===== config.mk =====
export PLATFORM = sky130hd
export DESIGN_NAME = tape_pio_host
export DESIGN_NICKNAME = d
export VERILOG_FILES = /design/src/verilog/tape_pkg.sv /design/src/verilog/tape_pio_host.sv
export SDC_FILE = /design/constraint.sdc
export NUM_CORES = 1
export LEC_CHECK = 0
export BUFFER_PORTS_ARGS = -buffer_cell sky130_fd_sc_hd__buf_2
export CAP_MARGIN = 20
export CORE_MARGIN = 8
export CORE_UTILIZATION = 50
export CTS_CLUSTER_SIZE = 28
export DETAILED_ROUTE_END_ITERATION = 8
export HOLD_SLACK_MARGIN = 0.02
export PLACE_DENSITY = 0.72
export SLEW_MARGIN = 20
export SYNTH_ARGS = -nofsm -noshare
export SYNTH_HDL_FRONTEND = slang
export SYNTH_SLANG_ARGS = --single-unit

===== constraint.sdc =====
create_clock -name mclk -period 8.02 [get_ports mclk]
set_clock_uncertainty 0.15 [all_clocks]
set_input_delay 1.203 -clock mclk [delete_from_list [all_inputs] [get_ports mclk]]
set_output_delay 1.203 -clock mclk [all_outputs]
set_load 0.005 [all_outputs]

===== src/verilog/tape_pkg.sv =====
// Constants, types and carriers of the tape programmed-I/O host controller
package tape_pkg;
  // ==========================================
  // Own register map (APB, one word each)
  localparam logic [7:0] OFS_CTRL = 8'h00;
  localparam logic [7:0] OFS_COUNT = 8'h04;
  localparam logic [7:0] OFS_STAT = 8'h08;
  localparam int CTRL_GO = 0;
  localparam int CTRL_DIR = 1;
  localparam int CTRL_OP = 8;
  localparam int CTRL_PAR = 16;
  localparam int COUNT_BLK = 0;
  localparam int COUNT_SENSE = 16;
  localparam int STAT_BUSY = 0;
  localparam int STAT_DONE = 1;
  localparam int STAT_ABORT = 2;
  localparam int STAT_SENSE0 = 8;
  localparam int STAT_SENSE_N = 16;
  localparam int STAT_PORT = 24;
  // ==========================================
  // Device host_interface_status bits
  localparam int HS_OBF = 0;
  localparam int HS_IBF = 1;
  localparam int HS_RDY = 7;
  // ==========================================
  // Command codes and block sizes
  localparam logic [7:0] SOT_CODE = 8'h40;
  localparam logic [7:0] EOT_CODE = 8'h80;
  localparam logic [7:0] XFER_PARAM = 8'h00;
  localparam logic [9:0] BLOCK_BYTES = 10'h200;
  localparam logic [9:0] FIRST_CHUNK = 10'h1ff;
  localparam logic [15:0] LAST_BLOCK = 16'h0001;
  // ==========================================
  // Timing
  localparam int CLK_MHZ = 100;
  localparam int STROBE_NS = 100;
  localparam logic [3:0] STB_CYC = 4'((STROBE_NS * CLK_MHZ + 999) / 1000);
  // ==========================================
  // Types
  typedef enum logic [2:0] {
    P_IDLE = 3'h0, P_IBF = 3'h1, P_SEND = 3'h3, P_RDY = 3'h2,
    P_XFER = 3'h6, P_OBF = 3'h7, P_SENSE = 3'h5
  } phase_t;
  typedef enum logic [1:0] {IO_IDLE = 2'h0, IO_SET = 2'h1, IO_STB = 2'h3, IO_END = 2'h2} io_t;
  typedef enum logic [1:0] {C_OP = 2'h0, C_SOT = 2'h1, C_EOT = 2'h3} cmd_t;
  typedef enum logic [1:0] {PORT_PARAM = 2'h0, PORT_CMD = 2'h1, PORT_DATA = 2'h3} port_t;
  typedef struct packed {
    logic cs0_n;
    logic cs1_n;
    logic addr0;
    logic rd_n;
    logic wr_n;
    logic [7:0] data;
    logic data_oe;
  } dev_out_t;
  typedef struct packed {
    logic [7:0] data;
    logic wait_n;
    logic intr;
  } dev_in_t;
  typedef struct packed {
    phase_t ph;
    io_t io;
    port_t port;
    logic wr;
    logic [7:0] wdata;
    logic [7:0] rdat;
    logic [3:0] stb;
    cmd_t cmd;
    logic param;
    logic dir;
    logic [7:0] op;
    logic [7:0] opar;
    logic [15:0] blk;
    logic [9:0] cnt;
    logic tail;
    logic [7:0] sense_n;
    logic [7:0] sense_i;
    logic [7:0] sense0;
    logic done;
    logic abort;
    logic [7:0] snk;
    logic snk_v;
  } state_t;
endpackage

===== src/verilog/tape_pio_host.sv =====
// Host-side controller driving the tape board's programmed-I/O ports
//
// The address map and the APB interface to the registers were chosen for this implementation.
`timescale 1ns/100ps
module tape_pio_host (
  input wire logic mclk,
  input wire logic rst_n,
  input wire logic psel,
  input wire logic penable,
  input wire logic pwrite,
  input wire logic [7:0] paddr,
  input wire logic [31:0] pwdata,
  output logic [31:0] prdata,
  output logic pready,
  output logic pslverr,
  output tape_pkg::dev_out_t dev_o,
  input wire tape_pkg::dev_in_t dev_i,
  input wire logic [7:0] src_data,
  input wire logic src_valid,
  output logic src_ready,
  output logic [7:0] snk_data,
  output logic snk_valid
);

  // ==========================================
  // State and helpers
  tape_pkg::state_t s_reg;
  tape_pkg::state_t s_next;
  logic acc;
  logic apb_wr;
  logic idle;
  logic fin;
  logic start;
  logic strobe;
  logic [7:0] cbyte;

  function automatic tape_pkg::state_t launch(
    input tape_pkg::state_t s,
    input tape_pkg::port_t p,
    input logic w,
    input logic [7:0] d
  );
    launch = s;
    launch.io = tape_pkg::IO_SET;
    launch.port = p;
    launch.wr = w;
    launch.wdata = d;
  endfunction

  // Controller status read sits on the odd base 0 port
  function automatic tape_pkg::state_t poll(input tape_pkg::state_t s);
    poll = launch(s, tape_pkg::PORT_CMD, 1'b0, 8'h00);
  endfunction

  assign acc = psel && penable;
  assign apb_wr = acc && pwrite;
  assign idle = s_reg.ph == tape_pkg::P_IDLE;
  assign fin = s_reg.io == tape_pkg::IO_END;
  assign start = apb_wr && paddr == tape_pkg::OFS_CTRL && pwdata[tape_pkg::CTRL_GO]
    && s_reg.blk != 16'h0000 && idle;
  assign strobe = !dev_o.rd_n || !dev_o.wr_n;

  assign cbyte = s_reg.param ? (s_reg.cmd == tape_pkg::C_OP ? s_reg.opar : tape_pkg::XFER_PARAM) :
    s_reg.cmd == tape_pkg::C_OP ? s_reg.op :
    s_reg.cmd == tape_pkg::C_SOT ? tape_pkg::SOT_CODE : tape_pkg::EOT_CODE;

  // ==========================================
  // APB slave, zero wait
  assign pready = 1'b1;
  assign pslverr = acc && paddr != tape_pkg::OFS_CTRL && paddr != tape_pkg::OFS_COUNT
    && paddr != tape_pkg::OFS_STAT;

  always_comb begin
    prdata = 32'h0000_0000;
    if (paddr == tape_pkg::OFS_CTRL) begin
      prdata[tape_pkg::CTRL_DIR] = s_reg.dir;
      prdata[tape_pkg::CTRL_OP +: 8] = s_reg.op;
      prdata[tape_pkg::CTRL_PAR +: 8] = s_reg.opar;
    end else if (paddr == tape_pkg::OFS_COUNT) begin
      prdata[tape_pkg::COUNT_BLK +: 16] = s_reg.blk;
      prdata[tape_pkg::COUNT_SENSE +: 8] = s_reg.sense_n;
    end else if (paddr == tape_pkg::OFS_STAT) begin
      prdata[tape_pkg::STAT_BUSY] = !idle;
      prdata[tape_pkg::STAT_DONE] = s_reg.done;
      prdata[tape_pkg::STAT_ABORT] = s_reg.abort;
      prdata[tape_pkg::STAT_SENSE0 +: 8] = s_reg.sense0;
      prdata[tape_pkg::STAT_SENSE_N +: 8] = s_reg.sense_i;
      // Last byte read from the device, reserved bits included as seen
      prdata[tape_pkg::STAT_PORT +: 8] = s_reg.rdat;
    end
  end

  // ==========================================
  // Device pins
  always_comb begin
    dev_o.cs0_n = !(s_reg.io != tape_pkg::IO_IDLE && s_reg.port != tape_pkg::PORT_DATA);
    dev_o.cs1_n = !(s_reg.io != tape_pkg::IO_IDLE && s_reg.port == tape_pkg::PORT_DATA);
    dev_o.addr0 = s_reg.port == tape_pkg::PORT_CMD;
    dev_o.rd_n = !(s_reg.io == tape_pkg::IO_STB && !s_reg.wr);
    dev_o.wr_n = !(s_reg.io == tape_pkg::IO_STB && s_reg.wr);
    dev_o.data = s_reg.wdata;
    dev_o.data_oe = s_reg.io != tape_pkg::IO_IDLE && s_reg.wr;
  end

  assign src_ready = s_reg.ph == tape_pkg::P_XFER && s_reg.io == tape_pkg::IO_IDLE && s_reg.dir;
  assign snk_data = s_reg.snk;
  assign snk_valid = s_reg.snk_v;

  // ==========================================
  // Next state
  always_comb begin
    s_next = s_reg;
    s_next.snk_v = 1'b0;
    // Setup is frozen while an operation runs
    if (apb_wr && idle && paddr == tape_pkg::OFS_COUNT) begin
      s_next.blk = pwdata[tape_pkg::COUNT_BLK +: 16];
      s_next.sense_n = pwdata[tape_pkg::COUNT_SENSE +: 8];
    end
    if (apb_wr && idle && paddr == tape_pkg::OFS_CTRL) begin
      s_next.dir = pwdata[tape_pkg::CTRL_DIR];
      s_next.op = pwdata[tape_pkg::CTRL_OP +: 8];
      s_next.opar = pwdata[tape_pkg::CTRL_PAR +: 8];
    end

    // Port access engine: setup, strobe, end
    unique case (s_reg.io)
      tape_pkg::IO_IDLE: begin
      end
      tape_pkg::IO_SET: begin
        s_next.io = tape_pkg::IO_STB;
        s_next.stb = tape_pkg::STB_CYC - 4'h1;
      end
      tape_pkg::IO_STB: begin
        if (s_reg.stb != 4'h0) begin
          s_next.stb = s_reg.stb - 4'h1;
        end else if (dev_i.wait_n) begin
          s_next.io = tape_pkg::IO_END;
          if (!s_reg.wr) begin
            s_next.rdat = dev_i.data;
          end
        end
      end
      tape_pkg::IO_END: begin
        s_next.io = tape_pkg::IO_IDLE;
      end
    endcase

    // Sequencer; acts on the end cycle of each access
    unique case (s_reg.ph)
      tape_pkg::P_IDLE: begin
        if (start) begin
          s_next.ph = tape_pkg::P_IBF;
          s_next.cmd = tape_pkg::C_OP;
          s_next.param = 1'b0;
          s_next.tail = 1'b0;
          s_next.done = 1'b0;
          s_next.abort = 1'b0;
          s_next.sense_i = 8'h00;
          s_next = poll(s_next);
        end
      end
      tape_pkg::P_IBF: begin
        if (fin) begin
          if (s_reg.rdat[tape_pkg::HS_OBF]) begin
            // Output-full during the end command is the normal status
            s_next.abort = s_reg.cmd != tape_pkg::C_EOT;
            s_next.ph = tape_pkg::P_SENSE;
            s_next = launch(s_next, tape_pkg::PORT_PARAM, 1'b0, 8'h00);
          end else if (!s_reg.rdat[tape_pkg::HS_IBF]) begin
            s_next.ph = tape_pkg::P_SEND;
            s_next = launch(s_next, s_reg.param ? tape_pkg::PORT_PARAM : tape_pkg::PORT_CMD, 1'b1, cbyte);
          end else begin
            s_next = poll(s_next);
          end
        end
      end
      tape_pkg::P_SEND: begin
        if (fin) begin
          s_next.param = !s_reg.param;
          if (!s_reg.param || s_reg.cmd == tape_pkg::C_OP) begin
            s_next.ph = tape_pkg::P_IBF;
            if (s_reg.param) begin
              s_next.cmd = tape_pkg::C_SOT;
            end
          end else if (s_reg.cmd == tape_pkg::C_SOT) begin
            s_next.ph = tape_pkg::P_RDY;
          end else begin
            s_next.ph = tape_pkg::P_OBF;
          end
          s_next = poll(s_next);
        end
      end
      tape_pkg::P_RDY: begin
        if (fin) begin
          if (s_reg.rdat[tape_pkg::HS_OBF]) begin
            s_next.abort = 1'b1;
            s_next.ph = tape_pkg::P_SENSE;
            s_next = launch(s_next, tape_pkg::PORT_PARAM, 1'b0, 8'h00);
          end else if (dev_i.intr) begin
            s_next.abort = 1'b1;
            s_next.ph = tape_pkg::P_OBF;
            s_next = poll(s_next);
          end else if (s_reg.rdat[tape_pkg::HS_RDY]) begin
            s_next.ph = tape_pkg::P_XFER;
            s_next.cnt = s_reg.tail ? 10'h001 :
              s_reg.dir ? tape_pkg::BLOCK_BYTES : tape_pkg::FIRST_CHUNK;
          end else begin
            s_next = poll(s_next);
          end
        end
      end
      tape_pkg::P_XFER: begin
        // Tight loop: next byte starts as soon as the engine is free and, for writes, src_valid is high
        if (s_reg.io == tape_pkg::IO_IDLE && (!s_reg.dir || src_valid)) begin
          s_next = launch(s_next, tape_pkg::PORT_DATA, s_reg.dir, src_data);
        end
        if (fin) begin
          if (!s_reg.dir) begin
            s_next.snk = s_reg.rdat;
            s_next.snk_v = 1'b1;
          end
          if (s_reg.cnt != 10'h001) begin
            s_next.cnt = s_reg.cnt - 10'h001;
          end else if (s_reg.tail || s_reg.dir) begin
            s_next.blk = s_reg.blk - 16'h0001;
            s_next.tail = 1'b0;
            if (s_reg.blk == tape_pkg::LAST_BLOCK) begin
              s_next.ph = tape_pkg::P_IBF;
              s_next.cmd = tape_pkg::C_EOT;
              s_next.param = 1'b0;
              s_next = poll(s_next);
            end else if (s_reg.dir) begin
              s_next.ph = tape_pkg::P_RDY;
              s_next = poll(s_next);
            end else begin
              s_next.cnt = tape_pkg::FIRST_CHUNK;
            end
          end else if (s_reg.blk == tape_pkg::LAST_BLOCK) begin
            s_next.cnt = 10'h001;
            s_next.tail = 1'b1;
          end else begin
            s_next.tail = 1'b1;
            s_next.ph = tape_pkg::P_RDY;
            s_next = poll(s_next);
          end
        end
      end
      tape_pkg::P_OBF: begin
        if (fin) begin
          if (s_reg.rdat[tape_pkg::HS_OBF]) begin
            s_next.ph = tape_pkg::P_SENSE;
            s_next = launch(s_next, tape_pkg::PORT_PARAM, 1'b0, 8'h00);
          end else begin
            s_next = poll(s_next);
          end
        end
      end
      tape_pkg::P_SENSE: begin
        if (fin) begin
          if (s_reg.sense_i == 8'h00) begin
            s_next.sense0 = s_reg.rdat;
          end
          s_next.sense_i = s_reg.sense_i + 8'h01;
          if (s_reg.sense_i + 8'h01 >= s_reg.sense_n) begin
            s_next.ph = tape_pkg::P_IDLE;
            s_next.done = 1'b1;
          end else begin
            s_next.ph = tape_pkg::P_OBF;
            s_next = poll(s_next);
          end
        end
      end
      default: begin
        s_next.ph = tape_pkg::P_IDLE;
      end
    endcase
  end

  always_ff @(posedge mclk or negedge rst_n) begin
    if (!rst_n) begin
      s_reg <= '0;
    end else begin
      s_reg <= s_next;
    end
  end
endmodule


Word-level counts from Yosys, hierarchy flattened
Index checks and enable logic that the tools add are counted.
Widths: inputs -> output; s select.
Word-level totals
  register bits: 110
  input port bits: 64
Operators by class
  add/subtract/negate cells: 4
  order comparisons: 1
  equal/unequal tests: 39
  mux-type cells: 66
  bitwise operators: 6
  reductions and logical operators: 58
Operator list (number)
  $mux 110: 14
  $pmux 107 s7: 1
  $mux 64: 3
  $mux 107: 1
  $mux 8: 12
  $mux 96: 1
  $mux 61: 1
  $mux 10: 5
  $mux 16: 3
  $mux 36: 1
  $reduce_and 9->1: 4
  $reduce_and 7->1: 5
  $ne 2x2->1 const B: 16
  $mux 24: 1
  $pmux 3 s7: 1
  $logic_and 1x1->1: 20
  $mux 3: 6
  $mux 17: 1
  $eq 16x1->1 const B: 1
  $logic_not 8->1: 2
  $reduce_bool 16->1: 1
  $sub 16x1->16 const B: 1
  $mux 11: 1
  $ne 10x1->1 const B: 1
  other kinds (36): 71

Logic depth before layout (Yosys ltp)
  word-level depth: 12
  gate-level depth with buffers: 12
  mapped depth without buffers: 11

Least setup slack after synthesis
OpenSTA, ideal clock, no wires.
  path type: input port to output port
  start point: in paddr[2]
  end point: out prdata[14]
  arrival: 2.325 ns
  required time: 6.667 ns
  slack: 4.342 ns
  stages on the path: 6
  cell sequence: buf_2 > buf_1 > mux2i_1 > nor2_1 > a21oi_1 > nor2_1
Between the ends
  word-level cells in the longest chain between the ends: 4
  elaborated cells on any way between the ends: 6
  those cells by class: eq/ne (2); mux (3); reduce/logical (1)
Ends and longest elaborated chain
  from (decl): RTL line tape_pio_host.sv:11  | input wire logic [7:0] paddr,
  $eq 8x4->1: RTL line tape_pio_host.sv:82  | end else if (paddr == tape_pkg::OFS_STAT) begin
  $mux 24: RTL line tape_pio_host.sv:82
  $mux 16: RTL line tape_pio_host.sv:79  | end else if (paddr == tape_pkg::OFS_COUNT) begin
  $mux 16 *: RTL line tape_pio_host.sv:75  | if (paddr == tape_pkg::OFS_CTRL) begin
  to (decl): RTL line tape_pio_host.sv:13  | output logic [31:0] prdata,
Every way passes the cells marked *; elsewhere a longest branch is shown, timed or not.

Worst setup path after layout
  start point: in paddr[3]
  end point: out prdata[9]
The elaborated chain is that of the path after synthesis.

==> key figures <==
Timing
  • Worst relative slew slack: 0.462
  • Fmax: 0.248 GHz
  • Tcrit/Tclk final: 0.502
  • Setup_tns: 0 ns
  • Unrepaired setup endpoints after global routing: no
  • Final worst path period need: 4.03 ns
  • # setup viols final: 0
  • Worst-Margin Slew: 0.801 ns
  • Final hold violation count: 0
  • Final Max Slew Viols: 0

Global routing
  • Largest net degree at the start of global routing: 79
  • Number of global-route vias before repair: 6,253
  • Total global-route track usage: 0.226
  • First-pass GRT wire length: 33,300 microns
  • Initial antenna violation count: 0
  • Global route total overflow: 0

Flow run
  • Max_cap viols: 0

Final layout
  • NumNets Final: 952
  • Most frequent cells in the layout: 111 x buf_2, 110 x dfrtp_1, 91 x nor2_1
  • Final Util: 0.574
  • Fillers: 1,304
  • Layout area overhead: 11.7%
  • Share of layout cells above drive strength 1: 0.240
  • Diode count: 0
  • Commonest non-fill, non-tap cell in the layout: buf_2
  • Multi-input gate area: 0.00399 sq mm
  • Register area: 0.00275 sq mm
  • Max reg flops: 93

Synthesis
  • Number of synthesized register bits: 110
  • Syn Std Cell Area: 0.00716 sq mm
  • Post-synthesis net count: 879
  • Synth Flop Type: dfrtp_1
  • Seq/Total Area, Yosys: 0.384
  • Syn Area/Cell: 8.98 sq um
  • Synth top area cells: dfrtp_1 38%, mux2_2 6.8%, nor2_1 4.8%
  • Synth Instances: 798
  • Yosys top cell area share: 0.384
  • Yosys cell types: 81
  • Number of flops mapped to enable cells by yosys: 0
  • Synth area leader: dfrtp_1
  • Synthesis Warnings: 0
  • Async S/R FF share, synth: 1.00

Clock tree
  • TritonCTS Sinks: 110
  • Setup repair bufs after CTS: 0
  • Clock Tree Root: clkbuf_16
  • Reg clk slew, reported paths: 0.07 ns
  • CTS tree: done
  • Hold Buf Count CTS: 0
  • Clock latency on the worst-skew pair: 0.36 ns
  • Num CTS Buffers: 9
  • Htree depth: 3
  • Clk buf depth: 2
  • Cts repair resizes: 0

Floorplanning
  • Die Wd: 136 microns
  • Die ar.: 0.0184 sq mm
  • Starting Density: 0.514
  • Io pins: 122
  • Overall die height: 136 microns
  • Core box area: 0.0139 sq mm
  • Site row count: 43

Place
  • Placer congestion estimate: 0.944
  • Port Buf Inserts: 112
  • HPWL after detailed placement: 15,100 microns

Routing
  • DRC viols: 0
  • First-pass DRT Iterations: 6
  • Wire length per cell: 19.4 microns
  • ANT nets after route: 0
  • Via count: 6,350
  • Routed WL: 20,400 microns
  • Vias per cell: 6.01
  • Starting DRT DRC Count: 454

Hold path
  • Hold Path Depth: 2
  • Hold Path Class: reg2reg
  • Hold Crit Start: snk_data[7]
  • Worst hold endpoint: snk_data[7]

Setup path
  • Worst Setup End Kind: output pin
  • RR Startpoint: s_reg[19]
  • Data arrival, critical path: 2.68 ns
  • Worst setup SP type: primary input
  • Crit Path Max Fanout: 23
  • Crit Path Category: in2out
  • R2R Setup Slk: 4.73 ns
  • Reg-to-Reg End: s_reg[102]
  • Reg2Reg Depth: 11
  • Req. time, crit path: 6.67 ns

Power and ir drop
  • Power Dens Cells: 263 mW/mm^2
  • Pleak: 0.00370 uW
  • Max IR drop VDD: 151 uV
  • Total power draw: 2110 uW

Status
  • Status: completed
## metal layers
metal	track usage	share of wire
met5	0	0.0022
met4	0.0642	0.014
met3	0.0686	0.093
met2	0.332	0.43
met1	0.313	0.46
## layout make-up
class                      instances  area share
clock buffer                      10      0.0299
clock inverter                     6     0.00641
inverter                          30      0.0141
multi-input combinational        602       0.499
sequential                       110       0.344
tap                              180      0.0281
timing repair buffer             118      0.0789
## per-stage QoR
step	std cells	hold slack, ns	setup slack, ns	cell area (sq um)
6_report	1056	0.329	3.99	8000
2_1_floorplan	798	0.301	4.34	7160
3_3_place_gp	1038	0.309	3.58	7670
3_5_place_dp	1038	0.317	3.59	7670
5_1_grt	1056	0.354	3.79	8000
4_1_cts	1054	0.334	3.59	7970
## critical path, stage by stage
cell     delay [ns]
buf_2          0.39
nor2b_2        0.44
buf_6          0.25
a21oi_1        0.09
nor2_1         0.13
buf_2          0.15
## kinds of logic after synthesis
logic type / Yosys count / synth area share
AO/OA/AOI/OAI: 205 / 0.196
buffers and inverters: 86 / 0.0597
other: 1 / 0.000523
flip-flops: 110 / 0.384
multiplexers: 68 / 0.103
XOR/XNOR: 7 / 0.00856
AND/OR/NAND/NOR: 304 / 0.219
adder cells (fa/ha/maj): 17 / 0.0297
## where the power goes
part | internal (uW) | leakage, uW | total, uW | switching [uW]
logic | 325 | 0.00209 | 836 | 512
registers | 644 | 0.00147 | 825 | 180
clock network | 224 | 0.000140 | 445 | 221
## worst max path at each step
stage	startpoint	end	slack (ns)	cells past startpoint
after global placement	paddr[3]	prdata[15]	3.58	5
after floorplan	paddr[2]	prdata[14]	4.34	6
after CTS	paddr[3]	prdata[15]	3.59	5
after detailed placement	paddr[3]	prdata[15]	3.59	5
after global routing	paddr[5]	prdata[1]	3.79	5
final	paddr[3]	prdata[9]	3.99	6
## synth_stat cells (all sizes together), types with 4 or more instances
cell type,number
o21ai,33
a211oi,7
inv,28
nor3b,5
a22o,7
o211ai,10
mux2i,24
or3,8
a22oi,4
a21o,9
and3,13
mux2,44
and2,9
buf,33
nor2b,10
nor2,91
nand2b,13
nand2,85
a2bb2oi,7
o21a,5
nand3,20
nor3,26
ha,17
dfrtp,110
clkbuf,23
a211o,4
a311oi,9
a21oi,72
nor4,13
o31ai,5
xor2,4
(Power assumes the default switching activity.)
